===== src/include/conv_pkg.sv =====
// constants, types and field layout shared by the converter control block
// assumes a single core clock; the serial pins are sampled, not clocked from
package conv_pkg;
	// word sizes and bit counts
	localparam int         WORD_BITS   = 24;        // control and coef word
	localparam int         TOP_BIT     = 23;        // first bit on the wire
	localparam logic [4:0] COUNT_FULL  = 5'h18;     // 24 clock pulses
	localparam logic [4:0] COUNT_SHORT = 5'h10;     // 16-bit data word
	localparam logic [4:0] COUNT_ONE   = 5'h01;     // counter step
	// background calibration: one output word every six measurements
	localparam int         BG_SLOTS     = 6;
	localparam logic [2:0] BG_ZERO_SLOT = 3'h0;     // shorted inputs
	localparam logic [2:0] BG_FULL_SLOT = 3'h1;     // reference
	localparam logic [2:0] BG_LAST      = 3'(BG_SLOTS - 1);
	localparam logic [2:0] SLOT_ONE     = 3'h1;

	typedef logic [WORD_BITS-1:0] word_t;

	// operating mode field codes
	typedef enum logic [2:0] {
		MODE_NORMAL     = 3'b000,
		MODE_SELF_CAL   = 3'b001,
		MODE_SYS_ZERO   = 3'b010,
		MODE_SYS_FULL   = 3'b011,
		MODE_SYS_OFFSET = 3'b100,
		MODE_BACKGROUND = 3'b101,
		MODE_ZERO_COEF  = 3'b110,
		MODE_FULL_COEF  = 3'b111
	} mode_t;

	// what the analog side is asked to measure
	typedef enum logic [1:0] {
		SRC_INPUT     = 2'b00,
		SRC_SHORTED   = 2'b01,
		SRC_REFERENCE = 2'b10
	} meas_src_t;

	// calibration sequencer states
	typedef enum logic [1:0] {
		ST_CONV = 2'b00,
		ST_ZERO = 2'b01,
		ST_FULL = 2'b10,
		ST_BACK = 2'b11
	} seq_state_t;

	// control word, most significant field first
	typedef struct packed {
		mode_t       mode;
		logic [2:0]  gain;
		logic        channel_select_bit;
		logic        power_down_bit;
		logic        output_length_bit;
		logic        excitation_bit;
		logic        burnout_current_bit;
		logic        polarity_bit;
		logic [11:0] filter_code;
	} ctrl_word_t;

	localparam ctrl_word_t CTRL_RESET = 24'h00_0000;
	localparam word_t      WORD_ZERO  = 24'h00_0000;

	// serial pins as one bundle for the synchroniser
	typedef struct packed {
		logic sclk;
		logic wr_fs_n;
		logic rd_fs_n;
		logic sel;
		logic sdi;
	} pins_t;
	localparam pins_t PINS_IDLE = 5'h1e;            // frames idle high
endpackage


===== src/rtl/adc_control_and_calibration_modes.sv =====
// control register, serial port and mode control of the converter
// assumes the analog side supplies results on meas_valid/meas_word
// in this clock domain; serial pins are asynchronous and oversampled
`timescale 1ns/10ps
`default_nettype none
module adc_control_and_calibration_modes (
	input  wire logic                core_clk,             // 100 MHz
	input  wire logic                nrst,                 // async, low
	input  wire logic                serial_clock,         // host clock
	input  wire logic                write_frame_sync_n,   // write frame
	input  wire logic                read_frame_sync_n,    // read frame
	input  wire logic                register_select_line, // 0: control
	input  wire logic                serial_io_line_in,    // pin level
	output logic                     serial_io_line_out,   // pin drive
	output logic                     serial_io_line_oe,    // drive on
	output logic                     result_ready_n,       // result ready
	input  wire logic                meas_valid,           // result strobe
	input  wire conv_pkg::word_t     meas_word,            // result value
	output var conv_pkg::meas_src_t  meas_source,          // what to take
	output var conv_pkg::ctrl_word_t active_ctrl           // to front end
);
	import conv_pkg::*;

	// synchronised pins and their previous values
	pins_t      raw_pins;   // pins as a bundle
	pins_t      pins_s;     // after two flops
	logic       sclk_q;     // serial clock, one cycle older
	logic       wr_fs_q;    // write frame, one cycle older
	logic       rd_fs_q;    // read frame, one cycle older
	logic       sclk_rise;  // rising serial clock edge
	logic       sclk_fall;  // falling serial clock edge

	// write side
	logic       wr_fall;     // write frame begins
	logic       wr_rise;     // write frame ends
	logic       wr_take;     // take one data bit
	logic       wr_whole;    // frame ended with 24 bits taken
	logic [4:0] wcount;      // bits taken this frame
	logic       wsel;        // select line caught at frame start
	word_t      wshift;      // incoming word
	ctrl_word_t wr_word;     // incoming word seen as control fields
	logic       ctrl_commit; // load control register
	logic       coef_commit; // coefficient write of a whole word
	logic       zs_write;    // host writes zero-scale coef
	logic       fs_write;    // host writes full-scale coef

	// registers of the block
	ctrl_word_t ctrl;        // control register
	ctrl_word_t next_ctrl;   // its next value
	ctrl_word_t clear_ctrl;  // control with mode back to normal
	word_t      data_word;   // last conversion result
	word_t      zs_coef [2]; // zero-scale coef per channel
	word_t      fs_coef [2]; // full-scale coef per channel
	logic       ch;          // channel of coefficient access
	logic       next_ready_n;

	// read side
	logic       rd_fall;     // read frame begins
	logic       rd_active;   // drives the data line
	logic       rd_data_q;   // this frame reads the data register
	logic [4:0] rcount;      // bits shifted out
	logic [4:0] rlen;        // bits in this frame's word
	word_t      rshift;      // outgoing word
	logic       rd_shift;    // move to next bit
	logic       rd_is_data;  // select high reaches data register
	logic       coef_mode;   // select high reaches a coefficient
	word_t      rd_word;     // word chosen at frame start
	logic [4:0] rd_len;      // its length
	logic       read_done;   // last bit of a data word sent

	// sequencer strobes
	logic       zero_load;
	logic       full_load;
	logic       data_load;
	logic       cal_done;

	assign raw_pins = '{sclk: serial_clock,
		wr_fs_n: write_frame_sync_n, rd_fs_n: read_frame_sync_n,
		sel: register_select_line, sdi: serial_io_line_in};

	// every pin is asynchronous to core_clk
	pin_sync #(
		.WIDTH ($bits(pins_t)),
		.INIT  (PINS_IDLE)
	) u_sync (
		.core_clk (core_clk),
		.nrst     (nrst),
		.raw      (raw_pins),
		.synced   (pins_s)
	);

	// edge history, taken from the synchronised copies only
	always_ff @(posedge core_clk or negedge nrst) begin
		if (!nrst) begin
			sclk_q  <= 1'b1;
			wr_fs_q <= 1'b1;
			rd_fs_q <= 1'b1;
		end else begin
			sclk_q  <= pins_s.sclk;
			wr_fs_q <= pins_s.wr_fs_n;
			rd_fs_q <= pins_s.rd_fs_n;
		end
	end

	assign sclk_rise = pins_s.sclk & ~sclk_q;
	assign sclk_fall = ~pins_s.sclk & sclk_q;

	// write decode: bits only while the frame is low, 24 at most
	assign wr_fall  = wr_fs_q & ~pins_s.wr_fs_n;
	assign wr_rise  = ~wr_fs_q & pins_s.wr_fs_n;
	assign wr_take  = ~pins_s.wr_fs_n & ~wr_fall & sclk_rise &
		(wcount != COUNT_FULL);
	assign wr_whole = wr_rise & (wcount == COUNT_FULL);
	assign ctrl_commit = wr_whole & ~wsel;
	assign coef_commit = wr_whole & wsel;
	assign zs_write = coef_commit & (ctrl.mode == MODE_ZERO_COEF);
	assign fs_write = coef_commit & (ctrl.mode == MODE_FULL_COEF);

	// shift in msb first; a short frame never reaches the commit
	always_ff @(posedge core_clk or negedge nrst) begin
		if (!nrst) begin
			wcount <= 5'h00;
			wsel   <= 1'b0;
			wshift <= WORD_ZERO;
		end else if (wr_fall) begin
			wcount <= 5'h00;
			wsel   <= pins_s.sel;
		end else if (wr_take) begin
			wcount <= wcount + COUNT_ONE;
			wshift <= {wshift[TOP_BIT-1:0], pins_s.sdi};
		end
	end

	// control register; a host write beats a calibration finishing
	// named view of the shifter, so fields are selected from a signal
	assign wr_word    = ctrl_word_t'(wshift);
	assign clear_ctrl = ctrl_word_t'({MODE_NORMAL, ctrl[20:0]});
	assign next_ctrl  = ctrl_commit ? wr_word :
		cal_done ? clear_ctrl : ctrl;
	assign active_ctrl = ctrl;
	assign ch = ctrl.channel_select_bit;

	always_ff @(posedge core_clk or negedge nrst) begin
		if (!nrst) begin
			ctrl <= CTRL_RESET;
		end else begin
			ctrl <= next_ctrl;
		end
	end

	// mode sequencing lives in its own module
	cal_sequencer u_seq (
		.core_clk    (core_clk),
		.nrst        (nrst),
		.start       (ctrl_commit),
		.mode        (wr_word.mode),
		.meas_valid  (meas_valid & ~ctrl.power_down_bit),
		.meas_source (meas_source),
		.zero_load   (zero_load),
		.full_load   (full_load),
		.data_load   (data_load),
		.cal_done    (cal_done)
	);

	// coefficients: a host write wins over an automatic update
	always_ff @(posedge core_clk or negedge nrst) begin
		if (!nrst) begin
			zs_coef[0] <= WORD_ZERO;
			zs_coef[1] <= WORD_ZERO;
			fs_coef[0] <= WORD_ZERO;
			fs_coef[1] <= WORD_ZERO;
		end else begin
			if (zs_write) begin
				zs_coef[ch] <= wshift;
			end else if (zero_load) begin
				zs_coef[ch] <= meas_word;
			end
			if (fs_write) begin
				fs_coef[ch] <= wshift;
			end else if (full_load) begin
				fs_coef[ch] <= meas_word;
			end
		end
	end

	// data register and ready; a new result beats the read release
	assign next_ready_n = (data_load | cal_done) ? 1'b0 :
		read_done ? 1'b1 : result_ready_n;

	always_ff @(posedge core_clk or negedge nrst) begin
		if (!nrst) begin
			data_word      <= WORD_ZERO;
			result_ready_n <= 1'b1;
		end else begin
			result_ready_n <= next_ready_n;
			if (data_load) begin
				data_word <= meas_word;
			end
		end
	end

	// read decode: word and length fixed at the frame's falling edge
	assign rd_fall    = rd_fs_q & ~pins_s.rd_fs_n;
	assign coef_mode  = ctrl.mode == MODE_ZERO_COEF ||
		ctrl.mode == MODE_FULL_COEF;
	assign rd_is_data = pins_s.sel & ~coef_mode;
	assign rd_word = !pins_s.sel ? word_t'(ctrl) :
		(ctrl.mode == MODE_ZERO_COEF) ? zs_coef[ch] :
		(ctrl.mode == MODE_FULL_COEF) ? fs_coef[ch] :
		data_word;
	// a 16-bit data word is the top of the result; others are 24
	assign rd_len = (rd_is_data & ~ctrl.output_length_bit) ?
		COUNT_SHORT : COUNT_FULL;
	assign rd_shift  = rd_active & sclk_fall & ~pins_s.rd_fs_n &
		(rcount != rlen);
	assign read_done = rd_shift & rd_data_q &
		(rcount == rlen - COUNT_ONE);

	// output shifter; the line stays undriven outside a read frame
	always_ff @(posedge core_clk or negedge nrst) begin
		if (!nrst) begin
			rd_active <= 1'b0;
			rd_data_q <= 1'b0;
			rcount    <= 5'h00;
			rlen      <= COUNT_FULL;
			rshift    <= WORD_ZERO;
		end else if (rd_fall) begin
			rd_active <= 1'b1;
			rd_data_q <= rd_is_data;
			rcount    <= 5'h00;
			rlen      <= rd_len;
			rshift    <= rd_word;
		end else if (pins_s.rd_fs_n) begin
			rd_active <= 1'b0;
		end else if (rd_shift) begin
			rcount <= rcount + COUNT_ONE;
			rshift <= {rshift[TOP_BIT-1:0], 1'b0};
		end
	end

	assign serial_io_line_out = rshift[TOP_BIT];
	assign serial_io_line_oe  = rd_active;

	// checks on the register and port behaviour
	short_hold_a: assert property (@(posedge core_clk) disable iff (!nrst)
		(wr_rise && wcount != COUNT_FULL && !cal_done) |=> $stable(ctrl)
	) else $error("control changed by a short write");
	extra_clk_a: assert property (@(posedge core_clk) disable iff (!nrst)
		(wcount == COUNT_FULL && !wr_fall) |=> $stable(wshift)
	) else $error("bit after the 24th was taken");
	ctrl_load_a: assert property (@(posedge core_clk) disable iff (!nrst)
		ctrl_commit |=> word_t'(ctrl) == $past(wshift)
	) else $error("control write not loaded");
	mode_clear_a: assert property (@(posedge core_clk) disable iff (!nrst)
		(cal_done && !ctrl_commit) |=>
			(ctrl.mode == MODE_NORMAL && !result_ready_n)
	) else $error("calibration end not signalled");
	ready_fall_a: assert property (@(posedge core_clk) disable iff (!nrst)
		data_load |=> !result_ready_n && data_word == $past(meas_word)
	) else $error("new result not flagged");
	ready_rise_a: assert property (@(posedge core_clk) disable iff (!nrst)
		(read_done && !data_load && !cal_done) |=> result_ready_n
	) else $error("ready not released after read");
	coef_write_a: assert property (@(posedge core_clk) disable iff (!nrst)
		(zs_write && !ctrl_commit) |=> zs_coef[ch] == $past(wshift)
	) else $error("zero-scale coefficient not written");
	oe_start_a: assert property (@(posedge core_clk) disable iff (!nrst)
		$rose(serial_io_line_oe) |-> $past(rd_fall)
	) else $error("data line driven before read frame");
	first_bit_a: assert property (@(posedge core_clk) disable iff (!nrst)
		(rd_fall && !pins_s.sel) |=>
			serial_io_line_out == $past(ctrl[TOP_BIT])
	) else $error("control read not msb first");
endmodule
`default_nettype wire


===== src/rtl/cal_sequencer.sv =====
// mode sequencer: steers measurements into coefficients or data
// assumes the analog side strobes meas_valid once per result
`timescale 1ns/10ps
`default_nettype none
module cal_sequencer (
	input  wire logic              core_clk,    // system clock
	input  wire logic              nrst,        // async reset, low
	input  wire logic              start,       // control word committed
	input  wire conv_pkg::mode_t   mode,        // mode of that word
	input  wire logic              meas_valid,  // measurement finished
	output var conv_pkg::meas_src_t meas_source, // what to measure now
	output logic                   zero_load,   // store zero-scale
	output logic                   full_load,   // store full-scale
	output logic                   data_load,   // publish a result
	output logic                   cal_done     // calibration finished
);
	import conv_pkg::*;

	seq_state_t state;       // current step
	seq_state_t next_state;  // step after this cycle
	logic       zero_short;  // zero step on shorted inputs
	logic       full_after;  // zero step is followed by full step
	logic       full_ref;    // full step on the reference
	logic [2:0] slot;        // background slot counter
	logic       in_back;     // background mode active
	logic       last_slot;   // slot that yields an output word

	assign in_back   = state == ST_BACK;
	assign last_slot = slot == BG_LAST;

	// source follows the step; background walks shorted, ref, input
	assign meas_source =
		(state == ST_ZERO) ? (zero_short ? SRC_SHORTED : SRC_INPUT) :
		(state == ST_FULL) ? (full_ref ? SRC_REFERENCE : SRC_INPUT) :
		(in_back && slot == BG_ZERO_SLOT) ? SRC_SHORTED :
		(in_back && slot == BG_FULL_SLOT) ? SRC_REFERENCE : SRC_INPUT;

	// result routing strobes
	assign zero_load = meas_valid & ((state == ST_ZERO) |
		(in_back & (slot == BG_ZERO_SLOT)));
	assign full_load = meas_valid & ((state == ST_FULL) |
		(in_back & (slot == BG_FULL_SLOT)));
	assign data_load = meas_valid & ((state == ST_CONV) |
		(in_back & last_slot));
	assign cal_done  = meas_valid & ((state == ST_FULL) |
		((state == ST_ZERO) & ~full_after));

	// a new command always wins over a finishing measurement
	always_comb begin
		next_state = state;
		if (start) begin
			unique case (mode)
				MODE_SELF_CAL, MODE_SYS_ZERO, MODE_SYS_OFFSET:
					next_state = ST_ZERO;
				MODE_SYS_FULL:   next_state = ST_FULL;
				MODE_BACKGROUND: next_state = ST_BACK;
				MODE_NORMAL, MODE_ZERO_COEF, MODE_FULL_COEF:
					next_state = ST_CONV;
			endcase
		end else if (meas_valid) begin
			unique case (state)
				ST_ZERO: next_state = full_after ? ST_FULL : ST_CONV;
				ST_FULL: next_state = ST_CONV;
				ST_CONV, ST_BACK: next_state = state;
			endcase
		end
	end

	// step register and the flags that shape the two-step sequences
	always_ff @(posedge core_clk or negedge nrst) begin
		if (!nrst) begin
			state      <= ST_CONV;
			zero_short <= 1'b0;
			full_after <= 1'b0;
			full_ref   <= 1'b0;
		end else begin
			state <= next_state;
			if (start) begin
				zero_short <= mode == MODE_SELF_CAL;
				full_after <= mode == MODE_SELF_CAL ||
					mode == MODE_SYS_OFFSET;
				full_ref   <= mode == MODE_SELF_CAL ||
					mode == MODE_SYS_OFFSET;
			end
		end
	end

	// background slots: six measurements per published word
	always_ff @(posedge core_clk or negedge nrst) begin
		if (!nrst) begin
			slot <= BG_ZERO_SLOT;
		end else if (start) begin
			slot <= BG_ZERO_SLOT;
		end else if (in_back && meas_valid) begin
			slot <= last_slot ? BG_ZERO_SLOT : slot + SLOT_ONE;
		end
	end

	bg_wrap_a: assert property (@(posedge core_clk) disable iff (!nrst)
		(in_back && data_load && !start) |=> slot == BG_ZERO_SLOT
	) else $error("background word not on sixth slot");
	self_short_a: assert property (@(posedge core_clk) disable iff (!nrst)
		(start && mode == MODE_SELF_CAL) |=> meas_source == SRC_SHORTED
	) else $error("self cal zero step not on shorted input");
endmodule
`default_nettype wire


===== src/rtl/pin_sync.sv =====
// two-flop synchroniser for a bundle of asynchronous pins
// assumes each bit is independent; no word is carried across
`timescale 1ns/10ps
`default_nettype none
module pin_sync #(
	parameter int               WIDTH = 1,
	parameter logic [WIDTH-1:0] INIT  = '0
) (
	input  wire logic             core_clk, // sampling clock
	input  wire logic             nrst,     // async reset, active low
	input  wire logic [WIDTH-1:0] raw,      // pins from outside
	output logic      [WIDTH-1:0] synced    // safe to use
);
	logic [WIDTH-1:0] stage1; // first stage, read only by stage two

	// reset to the idle levels so no false edge appears at release
	always_ff @(posedge core_clk or negedge nrst) begin
		if (!nrst) begin
			stage1 <= INIT;
			synced <= INIT;
		end else begin
			stage1 <= raw;
			synced <= stage1;
		end
	end
endmodule
`default_nettype wire


===== config.mk =====
export PLATFORM = sky130hd
export DESIGN_NAME = adc_control_and_calibration_modes
export DESIGN_NICKNAME = d
export VERILOG_FILES = /design/src/include/conv_pkg.sv /design/src/rtl/adc_control_and_calibration_modes.sv /design/src/rtl/cal_sequencer.sv /design/src/rtl/pin_sync.sv
export SDC_FILE = /design/constraint.sdc
export NUM_CORES = 1
export LEC_CHECK = 0
export BUFFER_PORTS_ARGS = -buffer_cell sky130_fd_sc_hd__buf_2
export CAP_MARGIN = 20
export CORE_ASPECT_RATIO = 1.4
export CORE_MARGIN = 2
export CORE_UTILIZATION = 40
export CTS_CLUSTER_SIZE = 28
export DETAILED_ROUTE_END_ITERATION = 8
export SLEW_MARGIN = 20
export SYNTH_ARGS = -nofsm -noshare
export SYNTH_HDL_FRONTEND = slang
export SYNTH_SLANG_ARGS = --single-unit

===== constraint.sdc =====
create_clock -name core_clk -period 2.3 [get_ports core_clk]
set_clock_uncertainty 0.05 [all_clocks]
set_input_delay 0.115 -clock core_clk [delete_from_list [all_inputs] [get_ports core_clk]]
set_output_delay 0.115 -clock core_clk [all_outputs]
set_load 0.1 [all_outputs]

==> impl_metrics.tcl <==
set metrics [dict create \
    status "finished, final reports clean" \
    power_density_nw_per_um2 747 \
    fin_setup_tns_ns 0 \
    p_sw_w 0.00251 \
    period_minus_slack_ns 2.29 \
    synth_cells 927 \
    drtAntennaViolNets 0 \
    hpwl_um 19100 \
    drtIter0Drc 542 \
    clock_sinks 227 \
    nFillCells 2432 \
    hp-class "in2reg" \
    p_sw_frac 0.250 \
    layout-drive-gt1-share 0.382 \
    finalHoldViolCount 0 \
    die-area_um2 28800 \
    num_io_pins 61 \
    power.leakage_nw 5.75 \
    maxCapViolations 0 \
    die_w_um 144 \
    relSlewSlack 0.512 \
    fmax_mhz 436 \
    grt_max_degree 75 \
    p_int_w 0.00752 \
    drc 0 \
    viasPerCell 5.93 \
    critical_path_arrival_ns 2.13 \
    critPathCaptureType "output port" \
    syn_avg_cell_area_um2 11.8 \
    grt_pass1_vias 8669 \
    area_delta_synth_final_pct 22.2 \
    io_buffers 60 \
    synth_edf_count 0 \
    wl_um 31700 \
    gp_congestion 0.795 \
    yosysWarnings 0 \
    cts_buffer_depth 3 \
    cts_root_buf "clkbuf_16" \
    dr.pass1.iters 5 \
    finalCritPeriodShare 0.996 \
    start_kind "flop" \
    p_comb_frac 0.117 \
    final.setup.worst_slack_ns 0.00850 \
    tightest_slew_ns 0.731 \
    ys_types 56 \
    clkLatencyLatePin_ns 0.52 \
    yosysSeqAreaShare 0.519 \
    rows 71 \
    num_vias 8347 \
    required_ns 2.13 \
    pre_cts_ws_ns -0.0438 \
    finalSetupViolations 0 \
    path_max_fanout 3 \
    final_nets 1067 \
    maxSlewViolCount 0 \
    cts_tree "done" \
    yosys_register_bits 227 \
    clk_pin_slew_ns 0.06 \
    multiInputGateArea_um2 4940 \
    antenna_found_initial 0 \
    coreArea_um2 26900 \
    start_util 0.408 \
    syn_nets 970 \
    wl_per_cell_um 22.5 \
    grt_usage 0.224 \
    grt_pass1_wl_um 49800 \
    power_w 0.0100 \
    crit_type "reg2out" \
    power_frac_seq 0.460 \
    htree_num_levels 1 \
    grt-ovfl-total 0 \
    synth_area_um2 11000 \
    numCtsBuffers 24 \
    async_reset_ff_frac 1.00 \
    peakVddDrop_mv 0.401 \
    p_clk_frac 0.422 \
    regArea_um2 5710 \
    die_h_um 200 \
    ys.flop_type "dfrtp_1" \
    antennaDiodeCount 0 \
    rsz0062_at_grt "true" \
]
==> critical path: stages, from the launching register on <==
cell and delay, ns:
dfrtp_1 0.36, ha_2 0.19, or4b_4 0.47, buf_6 0.14, o31ai_4 0.24, buf_12 0.21
==> Yosys cell counts (all sizes together) (24+ instances only) <==
cell type | n | area, um2
or4 | 32 | 244
mux2 | 67 | 754
clkbuf | 49 | 185
o221a | 96 | 1080
nand3 | 62 | 310
nor2 | 33 | 124
or3 | 24 | 150
o21ai | 37 | 185
mux4 | 24 | 541
nand2 | 99 | 372
buf | 32 | 183
dfrtp | 214 | 5360
==> layer usage <==
layer / track usage / vias to the layer above / wire length, um / share of wire
li1: - / 3720 / - / -
met2: 0.384 / 294 / 15700 / 0.50
met4: 0.0784 / 0 / 1130 / 0.036
met3: 0.0293 / 81 / 1600 / 0.051
met1: 0.292 / 4252 / 13200 / 0.42
met5: 0 / - / 0 / 0
==> through the flow <==
step	utilization	cell area (um2)	hold WS, ns	cells
after floorplan	-	11000	-0.231	927
after global placement	0.450	12100	0.0945	1323
after detailed placement	0.450	12100	0.0961	1323
after CTS	0.494	13300	0.0373	1400
after global routing	0.499	13400	0.0472	1407
final	0.499	13400	0.0410	1407
==> final timing paths <==
path	slack, ns	end	cells past startpoint	start
setup / recovery	0.009	meas_source[0]	5	u_seq.state[1]
hold / removal	0.04	u_seq.slot[1]	4	meas_valid
setup reg to reg	0.07	fs_coef[42]	9	wcount[0]
hold reg to reg	0.30	u_sync.synced[0]	0	u_sync.stage1[0]
max in group asynchronous	1.35	u_sync.synced[1]	3	nrst
min in group asynchronous	0.11	data_word[17]	2	nrst
==> state kept, by name, summed over array words and instances, names as in the netlist, 2 cells and up <==
name,cells
fs_coef,48
zs_coef,48
data_word,24
rshift,24
wr_word,24
active_ctrl,23
rcount,5
u_sync.stage1,5
u_sync.synced,5
wcount,5
u_seq.slot,3
u_seq.state,2
==> power by group through the flow <==
stage	registers, W	logic [W]	clock network (W)
floorplan	0.00465	0.000720	0
global placement	0.00468	0.00112	0
detailed placement	0.00468	0.00115	0
CTS	0.00461	0.00119	0.00431
global route	0.00466	0.00129	0.00448
finish	0.00462	0.00117	0.00424
==> final cells by class <==
type,instances,area share
repair buffers,152,0.104
multi-input cells,605,0.368
clock inverters,13,0.0137
inverters,14,0.00391
clock buffers,31,0.0513
flip-flops and latches,227,0.425
well taps,365,0.0340
==> logic make-up after synthesis <==
| logic type | synth area share |
|---|---|
| simple gates | 0.138 |
| flops | 0.519 |
| compound gates | 0.161 |
| mux | 0.126 |
| buf+inv | 0.0383 |
| fa+ha+maj | 0.0125 |
| xor+xnor | 0.00558 |
==> cell usage in the layout (no fill, tap or decap), drive strengths merged, types with 2 or more instances in the layout <==
master,synthesis,routed
clkbuf,49,33
or4,32,32
nand3b,2,2
dlygate4sd3,0,30
a31o,21,21
o22ai,7,7
mux2,67,67
mux2i,9,9
clkinvlp,0,5
o221a,96,96
nor4,2,2
a21oi,7,7
buf,32,120
mux4,24,24
nor2b,8,8
o31ai,2,2
bufinv,0,4
clkinv,0,3
dfstp,13,13
nand2,99,99
xor2,6,6
nand2b,9,9
o21ai,37,37
a31oi,2,2
ha,11,11
nand4b,2,2
dfrtp,214,214
nand4,6,6
or3,24,24
nor3,3,3
inv,14,15
nand3,62,62
o211ai,20,20
nor2,33,33
==> repair_timing <==
action | CTS | global route
pin swaps | 2 | 3
hold buffers | 30 | 0
buffers inserted | 3 | 4
resized for setup | 4 | 4
gates cloned | 0 | 3
endpoints found under the setup margin | 50 | 76
hold endpoints to repair | 158 | 0
Power figures use the tool's default switching activity.
